[config.mk]
export PLATFORM = sky130hd
export DESIGN_NAME = bst_top
export DESIGN_NICKNAME = d
export VERILOG_FILES = /design/src/include/bst_pkg.sv /design/src/hw/bst_top.sv
export SDC_FILE = /design/constraint.sdc
export NUM_CORES = 1
export LEC_CHECK = 0
export BUFFER_PORTS_ARGS = -buffer_cell sky130_fd_sc_hd__buf_4
export CAP_MARGIN = 20
export CORE_MARGIN = 8
export CORE_UTILIZATION = 50
export DETAILED_ROUTE_END_ITERATION = 8
export PLACE_DENSITY = 0.72
export SLEW_MARGIN = 20
export SYNTH_ARGS = -nofsm -noshare
export SYNTH_HDL_FRONTEND = slang
export SYNTH_SLANG_ARGS = --single-unit
[constraint.sdc]
create_clock -name i_mclk -period 1.6 [get_ports i_mclk]
set_input_delay 0.16 -clock i_mclk [delete_from_list [all_inputs] [get_ports i_mclk]]
set_output_delay 0.16 -clock i_mclk [all_outputs]
set_load 0.01 [all_outputs]
[src/include/bst_pkg.sv]
// Constants, codes and types of the boundary-scan test logic
package bst_pkg;

   // I/O blocks covered by the boundary register (fixed)
   localparam int NUM_IOB = 8;

   // Boundary register layout
   localparam int POS_TDO_T    = 0;
   localparam int POS_TDO_O    = 1;
   localparam int POS_IOB      = 2;
   localparam int POS_MODE_LO  = POS_IOB + 3 * NUM_IOB;
   localparam int POS_MODE_HI  = POS_MODE_LO + 1;
   localparam int POS_MODE_MID = POS_MODE_HI + 1;
   localparam int POS_UPD      = POS_MODE_MID + 3;
   localparam int BSR_LEN      = POS_UPD + 1;

   // Offsets inside one I/O block group, in shift order
   localparam int OFS_IN  = 0;
   localparam int OFS_OUT = 1;
   localparam int OFS_TRI = 2;

   // Instruction codes
   localparam int         IR_LEN       = 3;
   localparam logic [2:0] IR_EXTEST    = 3'h0;
   localparam logic [2:0] IR_SAMPLE    = 3'h1;
   localparam logic [2:0] IR_USER1     = 3'h2;
   localparam logic [2:0] IR_USER2     = 3'h3;
   localparam logic [2:0] IR_READBACK  = 3'h4;
   localparam logic [2:0] IR_CONFIGURE = 3'h5;
   localparam logic [2:0] IR_RESERVED  = 3'h6;
   localparam logic [2:0] IR_BYPASS    = 3'h7;
   localparam logic [2:0] IR_CAPTURE   = 3'h1;

   // Values after reset
   localparam logic [2:0] SYNC_RST   = 3'h0;
   localparam logic       DRCK_RST   = 1'b1;
   localparam logic       IDLE_RST   = 1'b1;

   // Controller states, Gray coded along the usual path
   typedef enum logic [3:0] {
      TAP_TLR    = 4'h0,
      TAP_RTI    = 4'h1,
      TAP_SEL_DR = 4'h3,
      TAP_CAP_DR = 4'h2,
      TAP_SH_DR  = 4'h6,
      TAP_EX1_DR = 4'h7,
      TAP_PA_DR  = 4'h5,
      TAP_EX2_DR = 4'h4,
      TAP_UP_DR  = 4'hC,
      TAP_SEL_IR = 4'hD,
      TAP_CAP_IR = 4'hF,
      TAP_SH_IR  = 4'hE,
      TAP_EX1_IR = 4'hA,
      TAP_PA_IR  = 4'hB,
      TAP_EX2_IR = 4'h9,
      TAP_UP_IR  = 4'h8
   } bst_tap_t;

endpackage

[src/hw/bst_top.sv]
// Boundary-scan test access logic: controller, instruction and data registers
// Operation
// - Sixteen-state controller, instruction register, data registers
// - No test reset pin; TMS sequence resets
// - Enabled scan makes three inputs, one output
// - Three boundary bits per I/O block
// - Group shift order: in, out, tristate
// - No cells for reprogram, config clock, done
// - EXTEST capture latches all boundary cells together
// - Bit 0 tristate, bit 1 value, last update
// - Input mode pins one cell, output pin three
// - Bypass is one flip-flop delay stage
// - Two user instructions decoded to select outputs
// - User instruction routes fabric scan out to TDO
// - Data register clock offered to fabric
// - Idle clock is NAND of TCK, idle
// - Configure and readback instructions also exist
// - Without scan macro, pins test-only during configuration
// - With scan macro, scan stays active afterwards
// - Test inputs still reach fabric as inputs
module bst_top
   import bst_pkg::*;
(
   // System
   input  wire logic                        i_mclk,
   input  wire logic                        i_sys_rst,
   // Test pins
   input  wire logic                        i_tck,
   input  wire logic                        i_tms,
   input  wire logic                        i_tdi,
   output logic                             o_tdo,
   output logic                             o_tdo_oe,
   // Configuration status
   input  wire logic                        i_config_done,
   input  wire logic                        i_scan_macro_used,
   // User function of the TDO pad when scan is inactive
   input  wire logic                        i_user_tdo_out,
   input  wire logic                        i_user_tdo_oe,
   // Test inputs as ordinary fabric inputs
   output logic                             o_fab_tck,
   output logic                             o_fab_tms,
   output logic                             o_fab_tdi,
   // I/O blocks
   input  wire logic [bst_pkg::NUM_IOB-1:0] i_pad_in,
   input  wire logic [bst_pkg::NUM_IOB-1:0] i_core_out,
   input  wire logic [bst_pkg::NUM_IOB-1:0] i_core_oe,
   output logic      [bst_pkg::NUM_IOB-1:0] o_pad_out,
   output logic      [bst_pkg::NUM_IOB-1:0] o_pad_oe,
   // Mode pins
   input  wire logic                        i_mode_pin_low,
   input  wire logic                        i_mode_pin_high,
   input  wire logic                        i_mode_pin_mid,
   input  wire logic                        i_mode_mid_core_out,
   input  wire logic                        i_mode_mid_core_oe,
   output logic                             o_mode_pin_mid_out,
   output logic                             o_mode_pin_mid_oe,
   // User scan macro
   output logic                             o_user_instr_one_select,
   output logic                             o_user_instr_two_select,
   input  wire logic                        i_user_chain_one_out,
   input  wire logic                        i_user_chain_two_out,
   output logic                             o_user_dr_shift_clock,
   output logic                             o_user_idle_clock,
   output logic                             o_internal_update_drive_bit,
   // Configuration and readback engines
   output logic                             o_configure_select,
   output logic                             o_readback_select,
   input  wire logic                        i_config_dout,
   input  wire logic                        i_readback_data
);

   typedef struct packed {
      logic [2:0]         tck_s;
      logic [2:0]         tms_s;
      logic [2:0]         tdi_s;
      logic               tck_f;
      bst_tap_t           tap;
      logic [IR_LEN-1:0]  ir_sh;
      logic [IR_LEN-1:0]  ir;
      logic [BSR_LEN-1:0] bsr_sh;
      logic [BSR_LEN-1:0] bsr_up;
      logic               byp;
      logic               tdo;
      logic               tdo_oe;
      logic               drck;
      logic               idle;
      logic               sel1;
      logic               sel2;
      logic               cfg_sel;
      logic               rb_sel;
      logic               fab_tck;
      logic               fab_tms;
      logic               fab_tdi;
      logic [NUM_IOB-1:0] pad_out;
      logic [NUM_IOB-1:0] pad_oe;
      logic               mid_out;
      logic               mid_oe;
   } bst_state_t;

   bst_state_t q;
   bst_state_t d;

   logic               rise;
   logic               fall;
   logic               active;
   logic               tms_v;
   logic               tdi_v;
   logic               bsr_sel;
   logic [BSR_LEN-1:0] cap;

   // A change counts once the second and third stages agree
   assign rise   = (q.tck_s[1] == q.tck_s[2]) && q.tck_s[2] && !q.tck_f;
   assign fall   = (q.tck_s[1] == q.tck_s[2]) && !q.tck_s[2] && q.tck_f;
   assign tms_v  = q.tms_s[2];
   assign tdi_v  = q.tdi_s[2];
   assign active = !i_config_done || i_scan_macro_used;
   assign bsr_sel = (q.ir == IR_EXTEST) || (q.ir == IR_SAMPLE);

   function automatic bst_tap_t tap_next(input bst_tap_t s, input logic m);
      case (s)
         TAP_TLR:    tap_next = m ? TAP_TLR    : TAP_RTI;
         TAP_RTI:    tap_next = m ? TAP_SEL_DR : TAP_RTI;
         TAP_SEL_DR: tap_next = m ? TAP_SEL_IR : TAP_CAP_DR;
         TAP_CAP_DR: tap_next = m ? TAP_EX1_DR : TAP_SH_DR;
         TAP_SH_DR:  tap_next = m ? TAP_EX1_DR : TAP_SH_DR;
         TAP_EX1_DR: tap_next = m ? TAP_UP_DR  : TAP_PA_DR;
         TAP_PA_DR:  tap_next = m ? TAP_EX2_DR : TAP_PA_DR;
         TAP_EX2_DR: tap_next = m ? TAP_UP_DR  : TAP_SH_DR;
         TAP_UP_DR:  tap_next = m ? TAP_SEL_DR : TAP_RTI;
         TAP_SEL_IR: tap_next = m ? TAP_TLR    : TAP_CAP_IR;
         TAP_CAP_IR: tap_next = m ? TAP_EX1_IR : TAP_SH_IR;
         TAP_SH_IR:  tap_next = m ? TAP_EX1_IR : TAP_SH_IR;
         TAP_EX1_IR: tap_next = m ? TAP_UP_IR  : TAP_PA_IR;
         TAP_PA_IR:  tap_next = m ? TAP_EX2_IR : TAP_PA_IR;
         TAP_EX2_IR: tap_next = m ? TAP_UP_IR  : TAP_SH_IR;
         TAP_UP_IR:  tap_next = m ? TAP_SEL_DR : TAP_RTI;
         default:    tap_next = TAP_TLR;
      endcase
   endfunction

   // Parallel capture image; the TDO pin and the mode pins get cells besides the I/O blocks
   always_comb begin
      cap = q.bsr_sh;
      cap[POS_TDO_T] = q.tdo_oe;
      cap[POS_TDO_O] = q.tdo;
      for (int i = 0; i < NUM_IOB; i++) begin
         cap[POS_IOB + 3 * i + OFS_IN]  = i_pad_in[i];
         cap[POS_IOB + 3 * i + OFS_OUT] = q.pad_out[i];
         cap[POS_IOB + 3 * i + OFS_TRI] = q.pad_oe[i];
      end
      cap[POS_MODE_LO] = i_mode_pin_low;
      cap[POS_MODE_HI] = i_mode_pin_high;
      cap[POS_MODE_MID + OFS_IN]  = i_mode_pin_mid;
      cap[POS_MODE_MID + OFS_OUT] = q.mid_out;
      cap[POS_MODE_MID + OFS_TRI] = q.mid_oe;
      cap[POS_UPD] = q.bsr_up[POS_UPD];
   end

   always_comb begin
      d = q;
      // Three-stage synchronisers on the test pins
      d.tck_s = {q.tck_s[1:0], i_tck};
      d.tms_s = {q.tms_s[1:0], i_tms};
      d.tdi_s = {q.tdi_s[1:0], i_tdi};
      if (q.tck_s[1] == q.tck_s[2]) begin
         d.tck_f = q.tck_s[2];
      end
      // Test inputs keep reaching the fabric
      d.fab_tck = q.tck_s[2];
      d.fab_tms = tms_v;
      d.fab_tdi = tdi_v;

      // Rising TCK: controller advance, capture and shift
      if (rise) begin
         d.tap = tap_next(q.tap, tms_v);
         case (q.tap)
            TAP_CAP_IR: begin
               d.ir_sh = IR_CAPTURE;
            end
            TAP_SH_IR: begin
               d.ir_sh = {tdi_v, q.ir_sh[IR_LEN-1:1]};
            end
            TAP_CAP_DR: begin
               if (bsr_sel) begin
                  d.bsr_sh = cap;
               end
               if (q.ir == IR_BYPASS || q.ir == IR_RESERVED) begin
                  d.byp = 1'b0;
               end
            end
            TAP_SH_DR: begin
               if (bsr_sel) begin
                  d.bsr_sh = {tdi_v, q.bsr_sh[BSR_LEN-1:1]};
               end
               d.byp = tdi_v;
            end
            default: begin
            end
         endcase
      end

      // Falling TCK: TDO launch and register updates
      if (fall) begin
         d.tdo_oe = (q.tap == TAP_SH_DR) || (q.tap == TAP_SH_IR);
         if (q.tap == TAP_SH_IR) begin
            d.tdo = q.ir_sh[0];
         end else begin
            case (q.ir)
               IR_EXTEST, IR_SAMPLE: d.tdo = q.bsr_sh[POS_TDO_T];
               IR_USER1:             d.tdo = i_user_chain_one_out;
               IR_USER2:             d.tdo = i_user_chain_two_out;
               IR_READBACK:          d.tdo = i_readback_data;
               IR_CONFIGURE:         d.tdo = i_config_dout;
               default:              d.tdo = q.byp;
            endcase
         end
         if (q.tap == TAP_UP_IR) begin
            d.ir = q.ir_sh;
         end
         if (q.tap == TAP_UP_DR && bsr_sel) begin
            d.bsr_up = q.bsr_sh;
         end
      end

      // Instruction falls back to bypass in reset state
      if (q.tap == TAP_TLR) begin
         d.ir = IR_BYPASS;
      end

      // Pins revert to user function once scan is dropped
      if (!active) begin
         d.tap    = TAP_TLR;
         d.ir     = IR_BYPASS;
         d.tdo    = i_user_tdo_out;
         d.tdo_oe = i_user_tdo_oe;
      end

      // Instruction decodes
      d.sel1    = (q.ir == IR_USER1);
      d.sel2    = (q.ir == IR_USER2);
      d.cfg_sel = (q.ir == IR_CONFIGURE);
      d.rb_sel  = (q.ir == IR_READBACK);

      // Data register clock to fabric, parked high outside user DR work
      if ((q.sel1 || q.sel2) && (q.tap == TAP_CAP_DR || q.tap == TAP_SH_DR)) begin
         d.drck = q.tck_f;
      end else begin
         d.drck = DRCK_RST;
      end
      d.idle = !(q.tck_f && (q.tap == TAP_RTI));

      // Pad drive: boundary cells under EXTEST, off under CONFIGURE
      if (q.ir == IR_EXTEST) begin
         for (int i = 0; i < NUM_IOB; i++) begin
            d.pad_out[i] = q.bsr_up[POS_IOB + 3 * i + OFS_OUT];
            d.pad_oe[i]  = q.bsr_up[POS_IOB + 3 * i + OFS_TRI];
         end
         d.mid_out = q.bsr_up[POS_MODE_MID + OFS_OUT];
         d.mid_oe  = q.bsr_up[POS_MODE_MID + OFS_TRI];
      end else if (q.ir == IR_CONFIGURE) begin
         d.pad_out = i_core_out;
         d.pad_oe  = '0;
         d.mid_out = i_mode_mid_core_out;
         d.mid_oe  = 1'b0;
      end else begin
         d.pad_out = i_core_out;
         d.pad_oe  = i_core_oe;
         d.mid_out = i_mode_mid_core_out;
         d.mid_oe  = i_mode_mid_core_oe;
      end
   end

   // Synchronous reset only; the test logic itself has no reset pin
   always_ff @(posedge i_mclk) begin
      if (i_sys_rst) begin
         q         <= '0;
         q.tck_s   <= SYNC_RST;
         q.tms_s   <= SYNC_RST;
         q.tdi_s   <= SYNC_RST;
         q.tap     <= TAP_TLR;
         q.ir      <= IR_BYPASS;
         q.ir_sh   <= IR_CAPTURE;
         q.drck    <= DRCK_RST;
         q.idle    <= IDLE_RST;
      end else begin
         q <= d;
      end
   end

   assign o_tdo                       = q.tdo;
   assign o_tdo_oe                    = q.tdo_oe;
   assign o_fab_tck                   = q.fab_tck;
   assign o_fab_tms                   = q.fab_tms;
   assign o_fab_tdi                   = q.fab_tdi;
   assign o_pad_out                   = q.pad_out;
   assign o_pad_oe                    = q.pad_oe;
   assign o_mode_pin_mid_out          = q.mid_out;
   assign o_mode_pin_mid_oe           = q.mid_oe;
   assign o_user_instr_one_select     = q.sel1;
   assign o_user_instr_two_select     = q.sel2;
   assign o_user_dr_shift_clock       = q.drck;
   assign o_user_idle_clock           = q.idle;
   assign o_internal_update_drive_bit = q.bsr_up[POS_UPD];
   assign o_configure_select          = q.cfg_sel;
   assign o_readback_select           = q.rb_sel;
endmodule

==> results.py <==
metrics = {
    "status": {
        "status": "finished clean",
    },
    "sta": {
        "period_share_pct": 95.3,
        "hold_violations": 0,
        "tns_ns": 0,
        "finClkSkew_ns": 0.0123,
        "setup_viol": 0,
        "fmax_ghz": 0.656,
        "period_minus_slack_ns": 1.52,
        "tightest_slew_ns": 0.450,
        "slew-limit-headroom_pct": 70.0,
        "slew_violations": 0,
        "postLayoutSetupSlackWorst_ns": 0.0755,
    },
    "global_routing": {
        "grt_use_total_pct": 17.6,
        "overflow": 0,
        "grt_max_degree": 48,
        "grt_antenna_before_repair": 0,
        "grt_pass1_vias": 3516,
        "grt_pass1_wl_um": 16900,
    },
    "power_and_ir_drop": {
        "leakagePower_nw": 2.12,
        "peakVddDrop_v": 0.000404,
        "powerDensity_mw_per_mm2": 855,
    },
    "place": {
        "hpwlAfterDp_um": 7160,
        "pre_cts_ws_ns": 0.00477,
        "place_congestion": 0.895,
        "placed_area_sq_mm": 0.00484,
        "placed_cells": 646,
        "port_buffers": 71,
    },
    "drt": {
        "num_vias": 3608,
        "ant_nets": 0,
        "drt-initial-drc-count": 236,
        "routed_via_density": 5.43,
        "drtPass1Iterations": 5,
        "avgRoutedWirePerCell_um": 15.2,
        "routed_wl_um": 10100,
        "drc": 0,
    },
    "clock_tree": {
        "clk_latency_ns": 0.36,
        "clockRootBuffer": "clkbuf_8",
        "h-tree-depth": 3,
        "cts.clk_slew.worst_paths_ns": 0.10,
        "cts_setup_buffers": 0,
        "cts_buffers": 9,
        "clock-sinks": 101,
        "cts_max_path_buffers": 2,
        "cts_tree": "yes",
    },
    "critical_path": {
        "worst_path_max_delay_cell": "dfxtp_2",
        "setup.worst_path.end_class": "flop",
        "crit_chain": "ha_1, nor2b_2, and3_4, buf_12, nor2_1, a311oi_2",
        "cp.arrival_ns": 1.80,
        "path_buf_inv": 1,
        "worstSetupPathDepth": 6,
        "critical_path.top_delay_family": "simple AND/OR/NAND/NOR gates",
        "critPathRequiredTime_ns": 1.87,
        "critical_path_class": "flop to flop",
        "setup.worst_path.start": "d[20]",
        "crit_path_start_kind": "flop",
        "ff2ff_path_depth": 6,
        "critPathMaxStageDelay_ns": 0.35,
        "worst-path-max-fanout": 26,
        "rr_startpoint": "d[20]",
    },
    "layout": {
        "fin_area_sq_mm": 0.00507,
        "num-fill-cells": 728,
        "fin_nets": 598,
        "areaGrowthSynthToFinish_pct": 19.3,
        "fin_cells": 664,
        "utilization_pct": 61.7,
        "layout-drive-gt1-share_pct": 23.3,
        "num_antenna_cells": 0,
    },
    "hold_path": {
        "hold_path_class": "input pin to flop",
        "min_from": "i_tms",
        "whs_path_depth": 2,
    },
    "synth": {
        "avgSynthCellArea_sq_um": 8.48,
        "ys_seq_area_share_pct": 47.6,
        "synth_warnings": 0,
        "synth_cell_types": 41,
        "ys_ff_latch": 101,
        "syn_inst": 501,
        "syn_area_sq_mm": 0.00425,
        "syn_nets": 545,
    },
    "die": {
        "initial_core_util_pct": 51.7,
        "die_w_um": 108,
        "dieArea_sq_mm": 0.0117,
        "ios": 72,
        "rows": 33,
        "die_h_um": 108,
        "coreArea_sq_mm": 0.00822,
    },
    "job": {
        "cap_violations": 0,
    },
}
## where the power goes
group	internal, mW	switching (mW)	total, mW
clock	0.613	0.878	1.49
sequential	2.55	0.0235	2.57
combinational	0.142	0.124	0.266
total	3.30	1.03	4.33
## cell families after synthesis
family | Yosys count | synth area share, %
adder cells (fa/ha/maj) | 2 | 0.589
AND/OR/NAND/NOR | 233 | 23.9
AO/OA/AOI/OAI | 80 | 13.9
flip-flops | 101 | 47.6
buffers and inverters | 59 | 7.87
multiplexers | 26 | 6.16
## cells in the mapped netlist
cell type / n / share of area, %
a2bb2oi_1: 1 / 0.21
clkbuf_1: 21 / 1.9
nand4b_1: 2 / 0.41
o221a_2: 1 / 0.27
a221oi_1: 2 / 0.41
buf_1: 3 / 0.27
nor2b_1: 16 / 2.4
a311oi_2: 2 / 0.71
buf_2: 6 / 0.71
a21o_1: 1 / 0.18
nand2_1: 111 / 9.8
nand2b_1: 6 / 0.88
o21ai_0: 6 / 0.71
dfxtp_1: 101 / 48
a41oi_1: 1 / 0.21
o21bai_1: 1 / 0.18
o2bb2ai_1: 1 / 0.21
buf_4: 22 / 3.9
ha_1: 2 / 0.59
nor3_1: 7 / 0.82
mux2i_1: 25 / 5.9
nor2_1: 71 / 6.3
and3_1: 4 / 0.59
o211ai_1: 1 / 0.18
nor3_2: 1 / 0.24
a31oi_1: 4 / 0.59
and2b_1: 1 / 0.18
o31ai_1: 1 / 0.18
a2111oi_0: 2 / 0.41
or3b_2: 1 / 0.21
nor3b_4: 1 / 0.44
nor4_1: 2 / 0.29
a311oi_1: 31 / 6.4
and2_1: 3 / 0.44
nand4_1: 4 / 0.59
inv_1: 4 / 0.35
a22oi_1: 2 / 0.35
a21oi_1: 23 / 2.7
buf_6: 3 / 0.80
nand3_1: 3 / 0.35
mux2_2: 1 / 0.27
## sequential cells by signal (all words and copies together) (netlist names)
name                         count
o_user_dr_shift_clock            1
o_user_instr_two_select          1
o_pad_oe                         8
o_configure_select               1
o_fab_tms                        1
o_pad_out                        8
o_user_instr_one_select          1
o_fab_tdi                        1
o_mode_pin_mid_out               1
o_fab_tck                        1
o_internal_update_drive_bit      1
o_mode_pin_mid_oe                1
o_tdo_oe                         1
o_tdo                            1
q                               62
d                                9
o_readback_select                1
o_user_idle_clock                1
## stage by stage
stage	power [mW]	hold slack [ns]
3_5_place_dp	2.89	0.390
4_1_cts	4.36	0.00202
5_1_grt	4.51	0.0163
2_1_floorplan	2.76	0.288
6_report	4.33	0.00856
3_3_place_gp	2.89	0.369
## repair_timing
item	4_1_cts	5_1_grt
setup endpoints to repair	1	36
hold buffers	0	1
gates resized for setup	1	16
cloned	0	1
pin swaps	0	1
hold endpoints to repair	0	1
## cells in the final DEF, fill, tap and decap left out, types with 3 or more instances in the layout
master,instances
nand2b_1,6
buf_4,88
dfxtp_1,97
nand2_1,111
buf_12,5
dfxtp_2,4
nor3_1,7
o21ai_0,6
a21oi_1,23
nand3_1,3
a31oi_1,4
nand4_1,4
nor2_1,71
clkbuf_8,10
buf_6,3
a311oi_2,3
a311oi_1,30
nor2b_1,14
and3_1,3
mux2i_1,25
## final timing paths
kind,to,slack (ns)
worst min register to register,d[19],0.44
worst max register to register,q[73],0.08
worst max-delay path,q[73],0.08
worst min-delay path,d[109],0.009
## layer usage
metal / global-route usage [%] / up-vias / part of all wire (%)
li1: - / 1789 / -
met1: 23.0 / 1695 / 47
met2: 27.8 / 110 / 45
met3: 3.93 / 14 / 6.0
met4: 6.44 / 0 / 1.4
met5: 0 / - / 0
## worst register-to-register path, cell delays in order (launching register included)
cell and delay [ns]:
dfxtp_2 0.35, ha_1 0.18, nor2b_2 0.16, and3_4 0.25
buf_12 0.18, nor2_1 0.07, a311oi_2 0.25
## cell type report
type                       instances  area [sq um]  area share [%]
inverter                           4          15.0           0.296
clock buffer                      11           141            2.79
multi-input combinational        341          1910            37.7
tap                              105           131            2.59
timing repair buffer              97           805            15.9
clock inverter                     5          35.0           0.692
sequential                       101          2030            40.0
Note: power is estimated with default switching activity, not from simulation.
